==> src/ssc_pkg.sv <==
/*
 * Shared constants and carrier types for the supply switch control block.
 * Assumes a 100 MHz reference clock and a classic Wishbone register bus.
 */
package ssc_pkg;

	// ------------------------------------------------------------
	// Register map (byte addresses)
	// ------------------------------------------------------------
	localparam logic [7:0] OFS_CTRL0 = 8'h00;
	localparam logic [7:0] OFS_CTRL1 = 8'h04;
	localparam logic [7:0] OFS_CTRL2 = 8'h08;
	localparam logic [7:0] OFS_STAT = 8'h0C;

	// ------------------------------------------------------------
	// Field positions
	// ------------------------------------------------------------
	localparam int POS_LOCK = 0;
	localparam int POS_KEY = 8;
	localparam int POS_MODE = 0;
	localparam int POS_VALID = 4;
	localparam int POS_PRIO = 8;
	localparam int POS_MONEN = 0;
	localparam int POS_ACTIVE = 0;
	localparam int POS_SLOCK = 4;
	localparam int POS_RECOV = 5;
	localparam int POS_SVALID = 8;
	localparam int POS_BACKUP = 12;
	localparam int POS_EVENT = 16;

	// ------------------------------------------------------------
	// Values and reset values
	// ------------------------------------------------------------
	localparam logic [7:0] UNLOCK_KEY = 8'hA5;
	localparam logic [2:0] SUP_NONE = 3'h0;
	localparam logic [2:0] SUP_PRI = 3'h1;
	localparam logic [2:0] SUP_ALT1 = 3'h2;
	localparam logic [2:0] SUP_ALT2 = 3'h4;
	localparam logic [2:0] ALL_SW = 3'h7;
	localparam logic RST_LOCK = 1'b1;
	localparam logic [7:0] RST_KEY = 8'h00;

	// ------------------------------------------------------------
	// Timing
	// ------------------------------------------------------------
	localparam int CLK_PERIOD_NS = 10;
	localparam int RECOVERY_TIME_US = 300;
	localparam int RECOVERY_CYCLES =
		(RECOVERY_TIME_US * 1000) / CLK_PERIOD_NS;

	// ------------------------------------------------------------
	// Wishbone carriers
	// ------------------------------------------------------------
	typedef struct packed {
		logic cyc;
		logic stb;
		logic we;
		logic [7:0] adr;
		logic [3:0] sel;
		logic [31:0] dat;
	} ssc_wb_req_t;

	typedef struct packed {
		logic ack;
		logic [31:0] dat;
	} ssc_wb_rsp_t;

endpackage

==> src/ssc_supply_switch_control.sv <==
/*
 * Supply switch control: picks which input supply feeds both system rails,
 * with start-up choice, key-protected lock, software and monitor driven
 * switching, priority and a recovery hold-off.
 * Assumes all inputs synchronous to ref_clk and a classic Wishbone master.
 */
`timescale 1ns/1ps
module ssc_supply_switch_control #(
	parameter int RECOVERY_CNT = ssc_pkg::RECOVERY_CYCLES
) (
	// Clock and reset
	input wire logic ref_clk,
	input wire logic rst_n,
	// Register bus
	input wire ssc_pkg::ssc_wb_req_t wbReq,
	output ssc_pkg::ssc_wb_rsp_t wbRsp,
	// Supply sensing
	input wire logic primaryIsHigher,
	input wire logic [2:0] thresholdOk,
	input wire logic monitorTrigger,
	input wire logic supervisorEnable,
	// Rail switches and status
	output logic [2:0] digitalRailSel,
	output logic [2:0] analogRailSel,
	output logic switchEvent,
	output logic backupAccessOk
);
	import ssc_pkg::*;

	// ------------------------------------------------------------
	// Parameter check
	// ------------------------------------------------------------
	if (RECOVERY_CNT < 1 || RECOVERY_CNT > 65535) begin : g_chk
		$error("RECOVERY_CNT out of range");
	end

	// ------------------------------------------------------------
	// State
	// ------------------------------------------------------------
	typedef struct packed {
		logic started;
		logic lock;
		logic [7:0] key;
		logic [2:0] mode;
		logic [2:0] swValid;
		logic prio;
		logic monEn;
		logic [2:0] active;
		logic [2:0] validPrev;
		logic [15:0] recCnt;
		logic [2:0] evt;
		logic pulse;
		logic backup;
		ssc_wb_rsp_t rsp;
	} ssc_state_t;

	ssc_state_t st_ff;
	ssc_state_t nxt_st;
	logic [2:0] validNow;
	logic [2:0] rise;
	logic [2:0] cand;
	logic access;
	logic wrStrobe;
	logic rdStrobe;

	// Highest priority supply among the given valid set
	function automatic logic [2:0] bestSupply(
		input logic [2:0] v,
		input logic p
	);
		logic [2:0] r;
		r = SUP_NONE;
		if (v[0]) begin
			r = SUP_PRI;
		end else if (p && v[2]) begin
			r = SUP_ALT2;
		end else if (v[1]) begin
			r = SUP_ALT1;
		end else if (v[2]) begin
			r = SUP_ALT2;
		end
		return r;
	endfunction

	// Byte-lane merge for writes
	function automatic logic [31:0] laneMerge(
		input logic [31:0] old,
		input logic [31:0] wd,
		input logic [3:0] sel
	);
		logic [31:0] r;
		r = old;
		for (int i = 0; i < 4; i++) begin
			if (sel[i]) begin
				r[i*8 +: 8] = wd[i*8 +: 8];
			end
		end
		return r;
	endfunction

	// ------------------------------------------------------------
	// Decode helpers
	// ------------------------------------------------------------
	assign validNow = (st_ff.mode & st_ff.swValid)
		| (~st_ff.mode & thresholdOk);
	assign rise = validNow & ~st_ff.validPrev;
	assign access = !st_ff.lock && st_ff.key == UNLOCK_KEY;
	assign wrStrobe = wbReq.cyc && wbReq.stb && wbReq.we && !st_ff.rsp.ack;
	assign rdStrobe = wbReq.cyc && wbReq.stb && !wbReq.we && !st_ff.rsp.ack;

	// ------------------------------------------------------------
	// Next state
	// ------------------------------------------------------------
	always_comb begin
		logic [31:0] w;
		logic newLock;
		w = 32'h0;
		newLock = 1'b0;
		nxt_st = st_ff;
		nxt_st.started = 1'b1;
		nxt_st.pulse = 1'b0;
		nxt_st.validPrev = validNow;
		nxt_st.backup = supervisorEnable;
		nxt_st.rsp.ack = wbReq.cyc && wbReq.stb && !st_ff.rsp.ack;
		if (st_ff.recCnt != 16'h0) begin
			nxt_st.recCnt = st_ff.recCnt - 16'h1;
		end
		cand = SUP_NONE;

		// Start-up choice, taken at the first edge after reset
		if (!st_ff.started) begin
			nxt_st.active = primaryIsHigher ? SUP_PRI : SUP_ALT1;
		end else if (!st_ff.lock && st_ff.recCnt == 16'h0) begin
			// Switch causes in order of precedence
			if (st_ff.active != SUP_PRI && rise[0]) begin
				cand = SUP_PRI;
			end else if (|(rise & st_ff.mode)) begin
				cand = bestSupply(validNow, st_ff.prio);
			end else if (|(st_ff.active & st_ff.mode
					& st_ff.validPrev & ~validNow)) begin
				cand = bestSupply(validNow & ~st_ff.active,
					st_ff.prio);
			end else if (monitorTrigger && st_ff.monEn
					&& st_ff.mode != ALL_SW) begin
				cand = bestSupply(validNow & ~st_ff.active,
					st_ff.prio);
			end
			if (cand != SUP_NONE && cand != st_ff.active) begin
				nxt_st.active = cand;
				nxt_st.recCnt = 16'(RECOVERY_CNT);
				nxt_st.pulse = 1'b1;
			end
		end

		// Register writes
		if (wrStrobe) begin
			unique case (wbReq.adr)
				OFS_CTRL0: begin
					w = laneMerge({16'h0, st_ff.key, 7'h0, st_ff.lock},
						wbReq.dat, wbReq.sel);
					newLock = w[POS_LOCK];
					nxt_st.lock = newLock;
					if (!newLock) begin
						nxt_st.key = w[POS_KEY +: 8];
					end
				end
				OFS_CTRL1: begin
					if (access) begin
						w = laneMerge({23'h0, st_ff.prio, 1'b0,
							st_ff.swValid, 1'b0, st_ff.mode},
							wbReq.dat, wbReq.sel);
						nxt_st.mode = w[POS_MODE +: 3];
						nxt_st.swValid = w[POS_VALID +: 3];
						nxt_st.prio = w[POS_PRIO];
					end
				end
				OFS_CTRL2: begin
					if (access && wbReq.sel[0]) begin
						nxt_st.monEn = wbReq.dat[POS_MONEN];
					end
				end
				OFS_STAT: begin
					if (wbReq.sel[2]) begin
						nxt_st.evt = st_ff.evt
							& ~wbReq.dat[POS_EVENT +: 3];
					end
				end
				default: begin
				end
			endcase
		end

		// Sticky switch events, set wins over clear
		if (nxt_st.pulse) begin
			nxt_st.evt = nxt_st.evt | nxt_st.active;
		end

		// Register reads
		if (rdStrobe) begin
			unique case (wbReq.adr)
				OFS_CTRL0: nxt_st.rsp.dat =
					{16'h0, st_ff.key, 7'h0, st_ff.lock};
				OFS_CTRL1: nxt_st.rsp.dat = {23'h0, st_ff.prio, 1'b0,
					st_ff.swValid, 1'b0, st_ff.mode};
				OFS_CTRL2: nxt_st.rsp.dat = {31'h0, st_ff.monEn};
				OFS_STAT: nxt_st.rsp.dat = {13'h0, st_ff.evt, 3'h0,
					st_ff.backup, 1'b0, validNow, 2'h0,
					st_ff.recCnt != 16'h0, st_ff.lock, 1'b0,
					st_ff.active};
				default: nxt_st.rsp.dat = 32'h0;
			endcase
		end
	end

	// ------------------------------------------------------------
	// State register
	// ------------------------------------------------------------
	always_ff @(posedge ref_clk or negedge rst_n) begin
		if (!rst_n) begin
			st_ff <= '0;
			st_ff.lock <= RST_LOCK;
			st_ff.key <= RST_KEY;
		end else begin
			st_ff <= nxt_st;
		end
	end

	// Outputs straight from the state
	assign digitalRailSel = st_ff.active;
	assign analogRailSel = st_ff.active;
	assign switchEvent = st_ff.pulse;
	assign backupAccessOk = st_ff.backup;
	assign wbRsp = st_ff.rsp;
endmodule // ssc_supply_switch_control

==> config.mk <==
export PLATFORM = sky130hd
export DESIGN_NAME = ssc_supply_switch_control
export DESIGN_NICKNAME = d
export VERILOG_FILES = /design/src/ssc_pkg.sv /design/src/ssc_supply_switch_control.sv
export SDC_FILE = /design/constraint.sdc
export NUM_CORES = 1
export LEC_CHECK = 0
export ABC_AREA = 1
export CAP_MARGIN = 20
export CELL_PAD_IN_SITES_DETAIL_PLACEMENT = 2
export CELL_PAD_IN_SITES_GLOBAL_PLACEMENT = 2
export CORE_MARGIN = 2
export CORE_UTILIZATION = 38
export DETAILED_ROUTE_END_ITERATION = 10
export DONT_BUFFER_PORTS = 1
export PLACE_DENSITY_LB_ADDON = 0.1
export SLEW_MARGIN = 40
export SYNTH_ARGS = -nofsm -noshare
export SYNTH_HDL_FRONTEND = slang
export SYNTH_SLANG_ARGS = --single-unit
==> constraint.sdc <==
create_clock -name ref_clk -period 4.6 [get_ports ref_clk]
set_clock_uncertainty 0.15 [all_clocks]
set_input_delay 0.46 -clock ref_clk [delete_from_list [all_inputs] [get_ports ref_clk]]
set_output_delay 0.46 -clock ref_clk [all_outputs]
set_load 0.005 [all_outputs]
==> metrics.yaml, run 1 <==
status:
  status: "finished, final reports clean"
routing:
  wl_per_cell_microns: 17.5
  num_vias: 2871
  via_per_inst: 5.05
  drt-total-wl_microns: 9940
  drtIter0Drc: 47
  drt_pre_antenna_iters: 4
  antenna_left: 0
  drc: 0
clock_tree:
  cts_tree: "yes"
  htreeDepth: 3
  numClockSinks: 63
  insertion_delay_ns: 0.35
  hold_buffers: 3
  cts_root_buf: "clkbuf_8"
  cts_buffers: 9
  postCtsSetupBuffers: 0
  cts_resized: 0
  cts.path.max_buffers: 2
  clk_pin_slew_ns: 0.08
logic_synthesis:
  yosysSeqAreaShare_pct: 44.0
  ys_warn_count: 0
  yosys.area.top_type: "dfrtp_1"
  ys_async_sr_fraction_pct: 100
  synth_area_per_cell_sq_um: 7.69
  netlist.area_leader.share_pct: 43.2
  netlist_top_cells_area: "dfrtp_1 (43%), nand2_1 (13%), buf_4 (8.2%)"
  synth_edf_count: 0
  synth_cell_types: 35
  syn_area_sq_um: 3590
  synth_cells: 467
  ys.flop_type: "dfrtp_1"
  ys_ff_latch: 63
timing:
  slew_headroom_pct: 52.2
  min_period_ns: 2.41
  setup_viol: 0
  timing.final.crit_share_pct: 52.5
  setup-tns-final_ns: 0
  rsz0062_at_grt: "no"
  hold_viol: 0
  fmax_mhz: 414
  worst_slew_pin_slew_ns: 0.717
  report.final.slew_viol_count: 0
global_route:
  grt_pass1_vias: 3232
  use_met3_pct: 4.69
  antenna_found_initial: 0
  grt_pass1_wl_microns: 16400
  grt_start_max_net_pins: 64
  grt_overflow: 0
  gr-max-usage-layer: "met2"
  track_usage_pct: 21.0
  use_met2_pct: 36.2
  grt.met1_usage_pct: 26.5
floorplan:
  ios: 96
  die_height_microns: 101
  dieArea_sq_um: 10200
  core-area_sq_um: 9200
  die_x_microns: 101
  initial_core_util_pct: 39.0
  rows: 35
critical_path:
  end_kind: "flip-flop"
  r2r_slack_ns: 2.19
  crit_chain: "o21ai_0 -> nand2_1 -> nand2_1 -> inv_1 -> nor2_1 -> nand3_1 -> nand2_1 -> nand3_2 -> nand2_4 -> o21ai_0"
  max_stage_delay_ns: 0.56
  reg2reg_to: "st_ff[46]$_DFF_PN0_"
  crit_arrival_ns: 2.46
  cp.required_ns: 4.65
  path_class: "reg -> reg"
  critPathMaxFanout: 8
  slowest_stage: "o21ai_0"
  r2r-start: "st_ff[67]$_DFFE_PN0P_"
  critPathLaunchType: "flip-flop"
  ff2ff_path_depth: 10
  cpMostUsedCell: "nand2_1"
cells_and_area:
  finalInstanceArea_sq_um: 3750
  drive_above_1_share_pct: 9.83
  final_nets: 509
  utilization_pct: 40.7
  syn2layout_area_growth_pct: 4.36
  n_antenna_cell: 0
worst_hold_path:
  hp-class: "in -> reg"
  worstHoldStart: "wbReq[15]"
  hold_end: "st_ff[75]$_DFFE_PN0P_"
  holdPathStages: 2
placed_design:
  gp_congestion: 0.774
  placed_cell_area_sq_um: 3480
  portBuffers: 0
  dpl.hpwl_microns: 7500
power:
  p_per_area_nw_per_um2: 312
  peakVddDrop_uv: 124
  p_leak_nw: 1.94
job:
  maxCapViolations: 0
==> power by group <==
part	internal (W)	total [W]	leakage [nW]	switching, W
clock network	0.000306	0.000550	0.105	0.000244
registers	0.000559	0.000566	0.809	0.00000729
logic	0.0000135	0.0000538	1.02	0.0000403
total	0.000878	0.00117	1.94	0.000292
==> worst max-delay path by stage <==
stage                                       end             startpoint  slack [ns]
after detailed placement    st_ff[46]$_DFF_PN0_         thresholdOk[2]        2.10
after CTS                  wbRsp[5]$_DFFE_PN0P_    st_ff[38]$_DFF_PN0_        2.13
after floorplan           st_ff[75]$_DFFE_PN0P_              wbReq[43]        2.61
after global routing        st_ff[49]$_DFF_PN0_    st_ff[38]$_DFF_PN0_        1.98
final                       st_ff[46]$_DFF_PN0_  st_ff[67]$_DFFE_PN0P_        2.19
after global placement      st_ff[46]$_DFF_PN0_         thresholdOk[2]        2.13
==> worst max-delay path, delay by kind of cell, from the launching register on <==
kind	cells	cell delay, ns
AND/OR/NAND/NOR	7	0.95
AO/OA/AOI/OAI	2	0.67
flip-flops	1	0.45
buffers and inverters	1	0.04
==> layer usage <==
metal,up-vias,part of all wire [%]
met4,0,1.2
met1,1416,45
met2,62,49
met5,-,0
met3,11,4.8
li1,1382,-
==> cell type report <==
| type | instances | area (sq um) |
|---|---|---|
| Tap cell | 111 | 139 |
| Clock inverter | 7 | 97.6 |
| Timing Repair Buffer | 5 | 62.6 |
| Fill cell | 1097 | 5450 |
| Multi-Input combinational cell | 311 | 1510 |
| Inverter | 63 | 236 |
| Sequential cell | 63 | 1580 |
| Clock buffer | 9 | 124 |
==> per-stage QoR <==
step | setup slack (ns) | cells | hold slack (ns) | total power (W)
after global placement | 2.13 | 550 | 0.0161 | 0.000614
final | 2.19 | 569 | 0.0951 | 0.00117
after global routing | 1.98 | 569 | 0.0867 | 0.00122
after detailed placement | 2.10 | 550 | 0.0161 | 0.000616
after floorplan | 2.61 | 481 | 0.0144 | 0.000618
after CTS | 2.13 | 569 | 0.0885 | 0.00119
==> state kept, by name, indices dropped and copies added, names as in the netlist <==
name            count
backupAccessOk      1
wbRsp              18
analogRailSel       3
st_ff              40
switchEvent         1
==> cell usage in the layout, fill, tap and decap left out, types with 2 or more instances in the layout <==
master	netlist	final
nand2_1	127	127
conb_1	2	16
inv_1	60	60
o22ai_1	3	3
a21oi_2	4	4
nor3_1	10	10
buf_4	39	2
a21oi_1	6	6
dlygate4sd3_1	0	2
nor2_2	5	5
nand3_1	41	41
mux2_2	5	5
nand2_4	3	3
nand3_2	2	2
dfrtp_1	62	62
clkinv_4	0	2
bufinv_16	0	2
o21ai_0	21	21
nand4_1	5	5
clkbuf_8	0	9
nor2_1	42	42
clkinvlp_4	0	2
inv_2	3	3
xor2_1	8	8
==> kinds of logic (layout without fill, tap and decap cells) <==
| kind of cell | count (synthesis) | after routing | share of synthesized area, % |
|---|---|---|---|
| AO/OA/AOI/OAI | 42 | 42 | 7.39 |
| XOR/XNOR | 9 | 9 | 2.20 |
| adder cells (fa/ha/maj) | 1 | 1 | 0.348 |
| buffers and inverters | 107 | 84 | 15.5 |
| flip-flops | 63 | 63 | 44.0 |
| multiplexers | 5 | 5 | 1.57 |
| other | 2 | 16 | 0.209 |
| AND/OR/NAND/NOR | 238 | 238 | 28.9 |
==> synthesized netlist by cell type (2+ instances only) <==
library cell and n:
inv_2 3, nor2_2 5, nand3_1 41, nand4_1 5, conb_1 2, o22ai_1 3
a21oi_2 4, dfrtp_1 62, clkbuf_1 4, mux2_2 5, nand2_4 3, nor3_1 10
nand2_1 127, buf_4 39, inv_1 60, a21oi_1 6, xor2_1 8, nand3_2 2
o21ai_0 21, nor2_1 42
Power figures use the tool's default switching activity.
==> inputs of run 2 (changes only) <==
--- a/config.mk
+++ b/config.mk
@@ -10,7 +10,7 @@
 export CELL_PAD_IN_SITES_DETAIL_PLACEMENT = 2
 export CELL_PAD_IN_SITES_GLOBAL_PLACEMENT = 2
 export CORE_MARGIN = 2
-export CORE_UTILIZATION = 38
+export CORE_UTILIZATION = 35
 export DETAILED_ROUTE_END_ITERATION = 10
 export DONT_BUFFER_PORTS = 1
 export PLACE_DENSITY_LB_ADDON = 0.1
==> constraint.sdc (replaced) <==
create_clock -name ref_clk -period 2.29 [get_ports ref_clk]
set_clock_uncertainty 0.15 [all_clocks]
set_input_delay 0.229 -clock ref_clk [delete_from_list [all_inputs] [get_ports ref_clk]]
set_output_delay 0.229 -clock ref_clk [all_outputs]
set_load 0.005 [all_outputs]
==> run 2 against run 1 <==
Against the previous run: critical endpoint is now st_ff[36]$_DFF_PN0_; die area up 8.2%; routed wire length up 13%; core utilization up 3.2 points; highest routed layer unchanged; clock power up 110%; setup slack worse by 2.1 ns; global-route usage up 0.59 points; critical path type is now in -> reg; the run now ends with negative hold slack left; via count up 7.7%.
==> metrics.yaml, run 2 (synthesis results as in run 1) <==
status:
  status: "finished, violations left"
  violations: "negative hold slack"
clock_tree:
  cts.path.max_buffers: 2  # unchanged
  cts_root_buf: "clkbuf_8"
  numClockSinks: 63  # unchanged
  cts_tree: "yes"
  cts_buffers: 9  # unchanged
  insertion_delay_ns: 0.36  # about the same
  htreeDepth: 3  # unchanged
  clk_pin_slew_ns: 0.08  # about the same
critical_path:
  cp.required_ns: 2.40  # -2.25 ns
  slowest_stage: "dlygate4sd3_1"
  critPathLaunchType: "input port"
  r2r-start: "st_ff[74]$_DFFE_PN0P_"
  max_stage_delay_ns: 0.60  # +0.04 ns
  crit_arrival_ns: 2.28  # -0.18 ns
  crit_chain: "dlygate4sd3_1 -> nand2_1 -> nor2_1 -> nand2_1 -> inv_2 -> nand3_1 -> o21ai_0 -> dlygate4sd3_1 -> nand2_1"
  crit_family: "buffers and inverters"
  critPathMaxFanout: 3  # -5
  path_class: "in -> reg"
  end_kind: "flip-flop"
  ff2ff_path_depth: 7  # -3
  r2r_slack_ns: 0.16  # -2.03 ns
  cpMostUsedCell: "nand2_1"
  crit_buf_inv: 3  # +2
  reg2reg_to: "st_ff[60]$_DFFE_PN0P_"
timing:
  whs_ns: -0.0123  # -0.107 ns
  fmax_mhz: 462
  timing.final.crit_share_pct: 94.6
  setup_ws_ns: 0.124  # -2.06 ns
  setup-tns-final_ns: 0  # unchanged
  report.final.slew_viol_count: 0  # unchanged
  slew_headroom_pct: 49.6  # -2.6 points
  worst_slew_pin_slew_ns: 0.756  # +0.0390 ns
  hold_viol: 1  # +1
  setup_viol: 0  # unchanged
  min_period_ns: 2.17
  rsz0062_at_grt: "no"
routing:
  drtIter0Drc: 81  # +72%
  drt-total-wl_microns: 11300  # +13%
  drt_pre_antenna_iters: 4  # unchanged
  drc: 0  # unchanged
  wl_per_cell_microns: 17.5  # +0.28%
  antenna_left: 0  # unchanged
  via_per_inst: 4.81  # -4.7%
  num_vias: 3091  # +7.7%
global_route:
  grt_overflow: 0  # unchanged
  antenna_found_initial: 0  # unchanged
  grt_start_max_net_pins: 64  # unchanged
  grt_pass1_wl_microns: 18400  # +12%
  grt_pass1_vias: 3420  # +5.8%
  track_usage_pct: 21.6  # +0.59 points
floorplan:
  die_x_microns: 105  # +4.0%
  dieArea_sq_um: 11100  # +8.2%
  core-area_sq_um: 9860  # +7.3%
  die_height_microns: 105  # +4.0%
  ios: 96  # unchanged
  initial_core_util_pct: 36.4  # -2.6 points
  rows: 36  # +2.9%
placed_design:
  portBuffers: 0  # unchanged
  place_inst: 591  # +7.5%
  dpl.hpwl_microns: 7840  # +4.6%
  gp_congestion: 0.780  # +0.78%
  pre_cts_ws_ns: 0.0122  # -2.09 ns
worst_hold_path:
  holdPathStages: 2  # unchanged
  worstHoldStart: "thresholdOk[1]"
  hold_end: "st_ff[55]$_DFF_PN0_"
  hp-class: "in -> reg"
cells_and_area:
  regMostFlops: "st_ff"
  final_nets: 561  # +10%
  syn2layout_area_growth_pct: 20.8
  drive_above_1_share_pct: 18.2  # +8.4 points
  n_antenna_cell: 0  # unchanged
  largest_reg_flops: 40  # unchanged
  final_common_cell: "nand2_1"
  layout_common_cells: "nand2_1 (123), dfrtp_1 (58), inv_1 (57)"
  fillers: 1099  # +0.18%
  fin_cells: 643  # +13%
job:
  maxCapViolations: 0  # unchanged
power:
  peakVddDrop_uv: 238  # +92%
  p_per_area_nw_per_um2: 566  # +81%
  p_leak_nw: 2.17  # +12%
run 2: cell types whose count changed in the layout (fill, tap and decap cells not counted), moves of 4 or more:
cell,before,now
buf_4,2,27
nand2_1,127,123
dlygate4sd3_1,2,29
dfrtp_1,62,58
dfrtp_2,0,4
nand2_2,0,4
run 2: cell type report:
type                            instances  area, sq um  share of cell area (%)
Tap cell                              133          166                    3.84
Clock buffer                           11          151                    3.49
Sequential cell                        63         1580                    36.5
Clock inverter                          5         80.1                    1.85
Timing Repair Buffer                   57          520                    12.0
Inverter                               63          236                    5.45
Multi-Input combinational cell        311         1600                    36.9
run 2: layer usage:
layer / GRT usage, % / part of all wire [%] / vias up
li1: - / - / 1490
met1: 26.8 / 44 / 1526
met2: 37.3 / 50 / 63
met3: 3.65 / 4.0 / 12
met4: 8.10 / 1.5 / 0
met5: 0 / 0 / -
run 2: worst reg2reg max path, cell delays in order (launching register included):
cell and delay, ns:
dfrtp_1 0.43, nor4_4 0.33, nand3_1 0.13, nor2_1 0.16, nand3_1 0.12, nand2_1 0.09
o21ai_0 0.07, dlygate4sd3_1 0.55
run 2: power breakdown:
part	switching, W	leakage [nW]	total (W)	internal [W]
combinational	0.000103	1.26	0.000168	0.0000652
clock	0.000481	0.112	0.00115	0.000670
sequential	0.0000131	0.803	0.00114	0.00112
run 2: worst max-delay path by stage:
stage	from	end	slack, ns	cells after the start
final	wbReq[45]	st_ff[36]$_DFF_PN0_	0.12	9
after global routing	st_ff[62]$_DFFE_PN0P_	st_ff[46]$_DFF_PN0_	0.002	12
after CTS	st_ff[38]$_DFF_PN0_	st_ff[47]$_DFF_PN0_	0.02	10
after detailed placement	st_ff[67]$_DFFE_PN0P_	st_ff[46]$_DFF_PN0_	0.01	11
after global placement	st_ff[67]$_DFFE_PN0P_	st_ff[46]$_DFF_PN0_	0.01	11
after floorplan	st_ff[38]$_DFF_PN0_	st_ff[39]$_DFF_PN0_	0.34	13
run 2: repair_timing:
item	CTS	global route
pin swaps	0	4
setup endpoints to repair	3	20
hold buffers	30	0
hold endpoints to repair	87	0
gates resized for setup	1	26
setup buffers	0	6
run 2: through the flow:
step / hold slack, ns / power, W / utilization (%) / instance area (sq um)
3_3_place_gp: -0.214 / 0.00124 / 37.0 / 3650
5_1_grt: 0.00155 / 0.00254 / 43.9 / 4340
4_1_cts: 0.00667 / 0.00247 / 42.6 / 4200
3_5_place_dp: -0.213 / 0.00125 / 37.0 / 3650
6_report: -0.0123 / 0.00245 / 43.9 / 4340
2_1_floorplan: -0.217 / 0.00124 / - / 3640
==> inputs of run 3 (changes only) <==
--- a/config.mk
+++ b/config.mk
@@ -9,6 +9,7 @@
 export CAP_MARGIN = 20
 export CELL_PAD_IN_SITES_DETAIL_PLACEMENT = 2
 export CELL_PAD_IN_SITES_GLOBAL_PLACEMENT = 2
+export CORE_ASPECT_RATIO = 0.9
 export CORE_MARGIN = 2
 export CORE_UTILIZATION = 35
 export DETAILED_ROUTE_END_ITERATION = 10
==> constraint.sdc (replaced) <==
create_clock -name ref_clk -period 2.29 [get_ports ref_clk]
set_clock_uncertainty 0.15 [all_clocks]
set_input_delay 0.229 -clock ref_clk [delete_from_list [all_inputs] [get_ports ref_clk]]
set_output_delay 0.229 -clock ref_clk [all_outputs]
set_load 0.01 [all_outputs]
==> run 3 against run 2 <==
Against the previous run: the flow now finishes without violations; final area up 0.49%; first-iteration DRC count grew 7.4%; cell count down 1.1%; power is 9.3% higher; die area about the same; hold slack improved by 0.041 ns; sequential power about the same; count of clock-buffer cells in the layout is 2 lower; clock power up 20%; maximum frequency down 0.50%; highest routed layer unchanged.
==> metrics.yaml, run 3 (synthesis results as in run 1) <==
timing:
  whs_ns: 0.0286  # +0.0409 ns
  hold_viol: 0  # -1
  report.final.slew_viol_count: 0  # unchanged
  fmax_mhz: 459  # -0.50%
  setup-tns-final_ns: 0  # unchanged
  worst_slew_pin_slew_ns: 0.699  # -0.0562 ns
  timing.final.crit_share_pct: 95.1  # +0.48 points
  setup_viol: 0  # unchanged
  min_period_ns: 2.18  # +0.0110 ns
  slew_headroom_pct: 53.3  # +3.7 points
routing:
  drt-total-wl_microns: 11500  # +2.0%
  antenna_left: 0  # unchanged
  num_vias: 3113  # +0.71%
  wl_per_cell_microns: 18.1  # +3.2%
  via_per_inst: 4.89  # +1.8%
  drt_pre_antenna_iters: 4  # unchanged
  drtIter0Drc: 87  # +7.4%
  drc: 0  # unchanged
clock_tree:
  cts_buffers: 9  # unchanged
  cts.path.max_buffers: 2  # unchanged
  insertion_delay_ns: 0.33  # -0.03 ns
  clk_pin_slew_ns: 0.06  # -0.02 ns
  numClockSinks: 63  # unchanged
  htreeDepth: 3  # unchanged
  cts_tree: "yes"
  cts_root_buf: "clkbuf_16"
power:
  p_comb_share_pct: 6.2  # -0.6 points
  switching_share_pct: 24.5  # +0.16 points
  p_per_area_nw_per_um2: 616  # +8.8%
  switching_power_w: 0.000657  # +10%
  pwr-share-seq_pct: 42.4  # -3.9 points
  p_leak_nw: 2.19  # +0.59%
  internal_power_w: 0.00203  # +9.1%
  peakVddDrop_uv: 464  # +95%
  clkPwrFrac_pct: 51.4  # +4.5 points
placed_design:
  dpl.hpwl_microns: 7680  # -2.1%
  gp_congestion: 0.801  # +2.6%
  place_inst: 583  # -1.4%
  portBuffers: 0  # unchanged
global_route:
  grt.met1_usage_pct: 26.5  # -0.33 points
  grt_pass1_wl_microns: 18600  # +1.4%
  gr-max-usage-layer: "met2"
  track_usage_pct: 21.5  # -0.070 points
  grt_overflow: 0  # unchanged
  use_met2_pct: 38.0  # +0.66 points
  antenna_found_initial: 0  # unchanged
  use_met3_pct: 5.31  # +1.7 points
  grt_pass1_vias: 3519  # +2.9%
  grt_start_max_net_pins: 64  # unchanged
critical_path:
  cpMostUsedCell: "nand2_1"
  max_stage_delay_ns: 0.58  # -0.02 ns
  reg2reg_to: "st_ff[71]$_DFFE_PN0P_"
  crit_arrival_ns: 2.30  # +0.02 ns
  critPathLaunchType: "input port"
  path_class: "in -> reg"
  ff2ff_path_depth: 8  # +1
  cp.required_ns: 2.41  # about the same
  crit_chain: "dlygate4sd3_1 -> nand2_1 -> nor2_1 -> nand2_1 -> inv_2 -> nand2_4 -> a211oi_4 -> nand3_1 -> dlygate4sd3_1 -> nand2_1"
  slowest_stage: "dlygate4sd3_1"
  critPathMaxFanout: 5  # +2
  end_kind: "flip-flop"
  r2r_slack_ns: 0.14  # -0.02 ns
  r2r-start: "wbRsp[32]$_DFF_PN0_"
floorplan:
  die_x_microns: 111  # +5.2%
  initial_core_util_pct: 35.5  # -0.90 points
  core-area_sq_um: 10100  # +2.5%
  dieArea_sq_um: 11100  # about the same
  rows: 35  # -2.8%
  die_height_microns: 100  # -4.9%
  ios: 96  # unchanged
cells_and_area:
  layout_common_cells: "nand2_1 (124), dfrtp_1 (61), inv_1 (58)"
  largest_reg_flops: 40  # unchanged
  regMostFlops: "st_ff"
  syn2layout_area_growth_pct: 21.4
  fin_cells: 636  # -1.1%
  n_antenna_cell: 0  # unchanged
  final_nets: 558  # -0.53%
  final_common_cell: "nand2_1"
  drive_above_1_share_pct: 16.6  # -1.7 points
worst_hold_path:
  hp-class: "in -> reg"
  hold_end: "st_ff[60]$_DFFE_PN0P_"
  holdPathStages: 3  # +1
  worstHoldStart: "wbReq[38]"
status:
  status: "finished, final reports clean"
job:
  maxCapViolations: 0  # unchanged
## run 3: changes by cell type in the layout (fill, tap and decap cells not counted), moves of 2 or more
cell	previous run	this run
clkbuf_8	11	0
clkbuf_16	0	9
clkinv_4	0	3
dfrtp_1	58	61
dfrtp_2	4	1
buf_4	27	25
nand3_2	5	3
## run 3: final cells by class
class / instances / area (sq um)
flip-flops and latches: 63 / 1580
fillers: 1163 / 5760
inverters: 63 / 236
repair buffers: 54 / 495
clock inverters: 7 / 73.8
multi-input cells: 311 / 1590
clock buffers: 9 / 225
well taps: 129 / 161
## run 3: worst max-delay path by stage
stage	startpoint	end	slack [ns]	cells after the start
CTS	st_ff[38]$_DFF_PN0_	st_ff[52]$_DFF_PN0_	0.02	12
global placement	st_ff[38]$_DFF_PN0_	st_ff[39]$_DFF_PN0_	0.11	13
global route	st_ff[38]$_DFF_PN0_	st_ff[35]$_DFF_PN0_	-0.05	13
floorplan	st_ff[38]$_DFF_PN0_	st_ff[39]$_DFF_PN0_	0.34	13
detailed placement	st_ff[38]$_DFF_PN0_	st_ff[39]$_DFF_PN0_	0.04	13
finish	wbReq[45]	st_ff[71]$_DFFE_PN0P_	0.11	10
## run 3: metrics by stage
step / total power (W) / utilization, % / instance area [sq um] / worst slack [ns]
2_1_floorplan: 0.00125 / - / 3640 / 0.341
3_5_place_dp: 0.00125 / 35.7 / 3610 / 0.0448
6_report: 0.00268 / 43.1 / 4360 / 0.113
5_1_grt: 0.00277 / 43.1 / 4360 / -0.0454
4_1_cts: 0.00272 / 41.9 / 4240 / 0.0219
3_3_place_gp: 0.00125 / 35.7 / 3610 / 0.115
## run 3: power groups by stage
stage	combinational (W)	sequential [W]	clock [W]
floorplan	0.0000991	0.00115	0
global placement	0.0000938	0.00116	0
detailed placement	0.0000963	0.00116	0
CTS	0.000161	0.00114	0.00142
global route	0.000187	0.00114	0.00145
finish	0.000167	0.00114	0.00138
## run 3: worst max-delay path, delay by kind of cell
kind,cells,cell delay (ns)
AOI/OAI and AO/OA,1,0.33
buffers and inverters,3,1.19
and+or+nand+nor,6,0.55
## run 3: metal layers
| layer | part of all wire [%] | routed length, microns |
|---|---|---|
| met1 | 45 | 5170 |
| met2 | 50 | 5760 |
| met3 | 3.7 | 430 |
| met4 | 1.1 | 130 |
| met5 | 0 | 0 |
## run 3: repair_timing
item | 4_1_cts | 5_1_grt
endpoints found under the hold margin | 87 | 0
endpoints found under the setup margin | 6 | 23
resized for setup | 2 | 19
buffers inserted | 2 | 6
gates cloned | 0 | 0
hold buffers | 29 | 0
pin swaps | 2 | 7
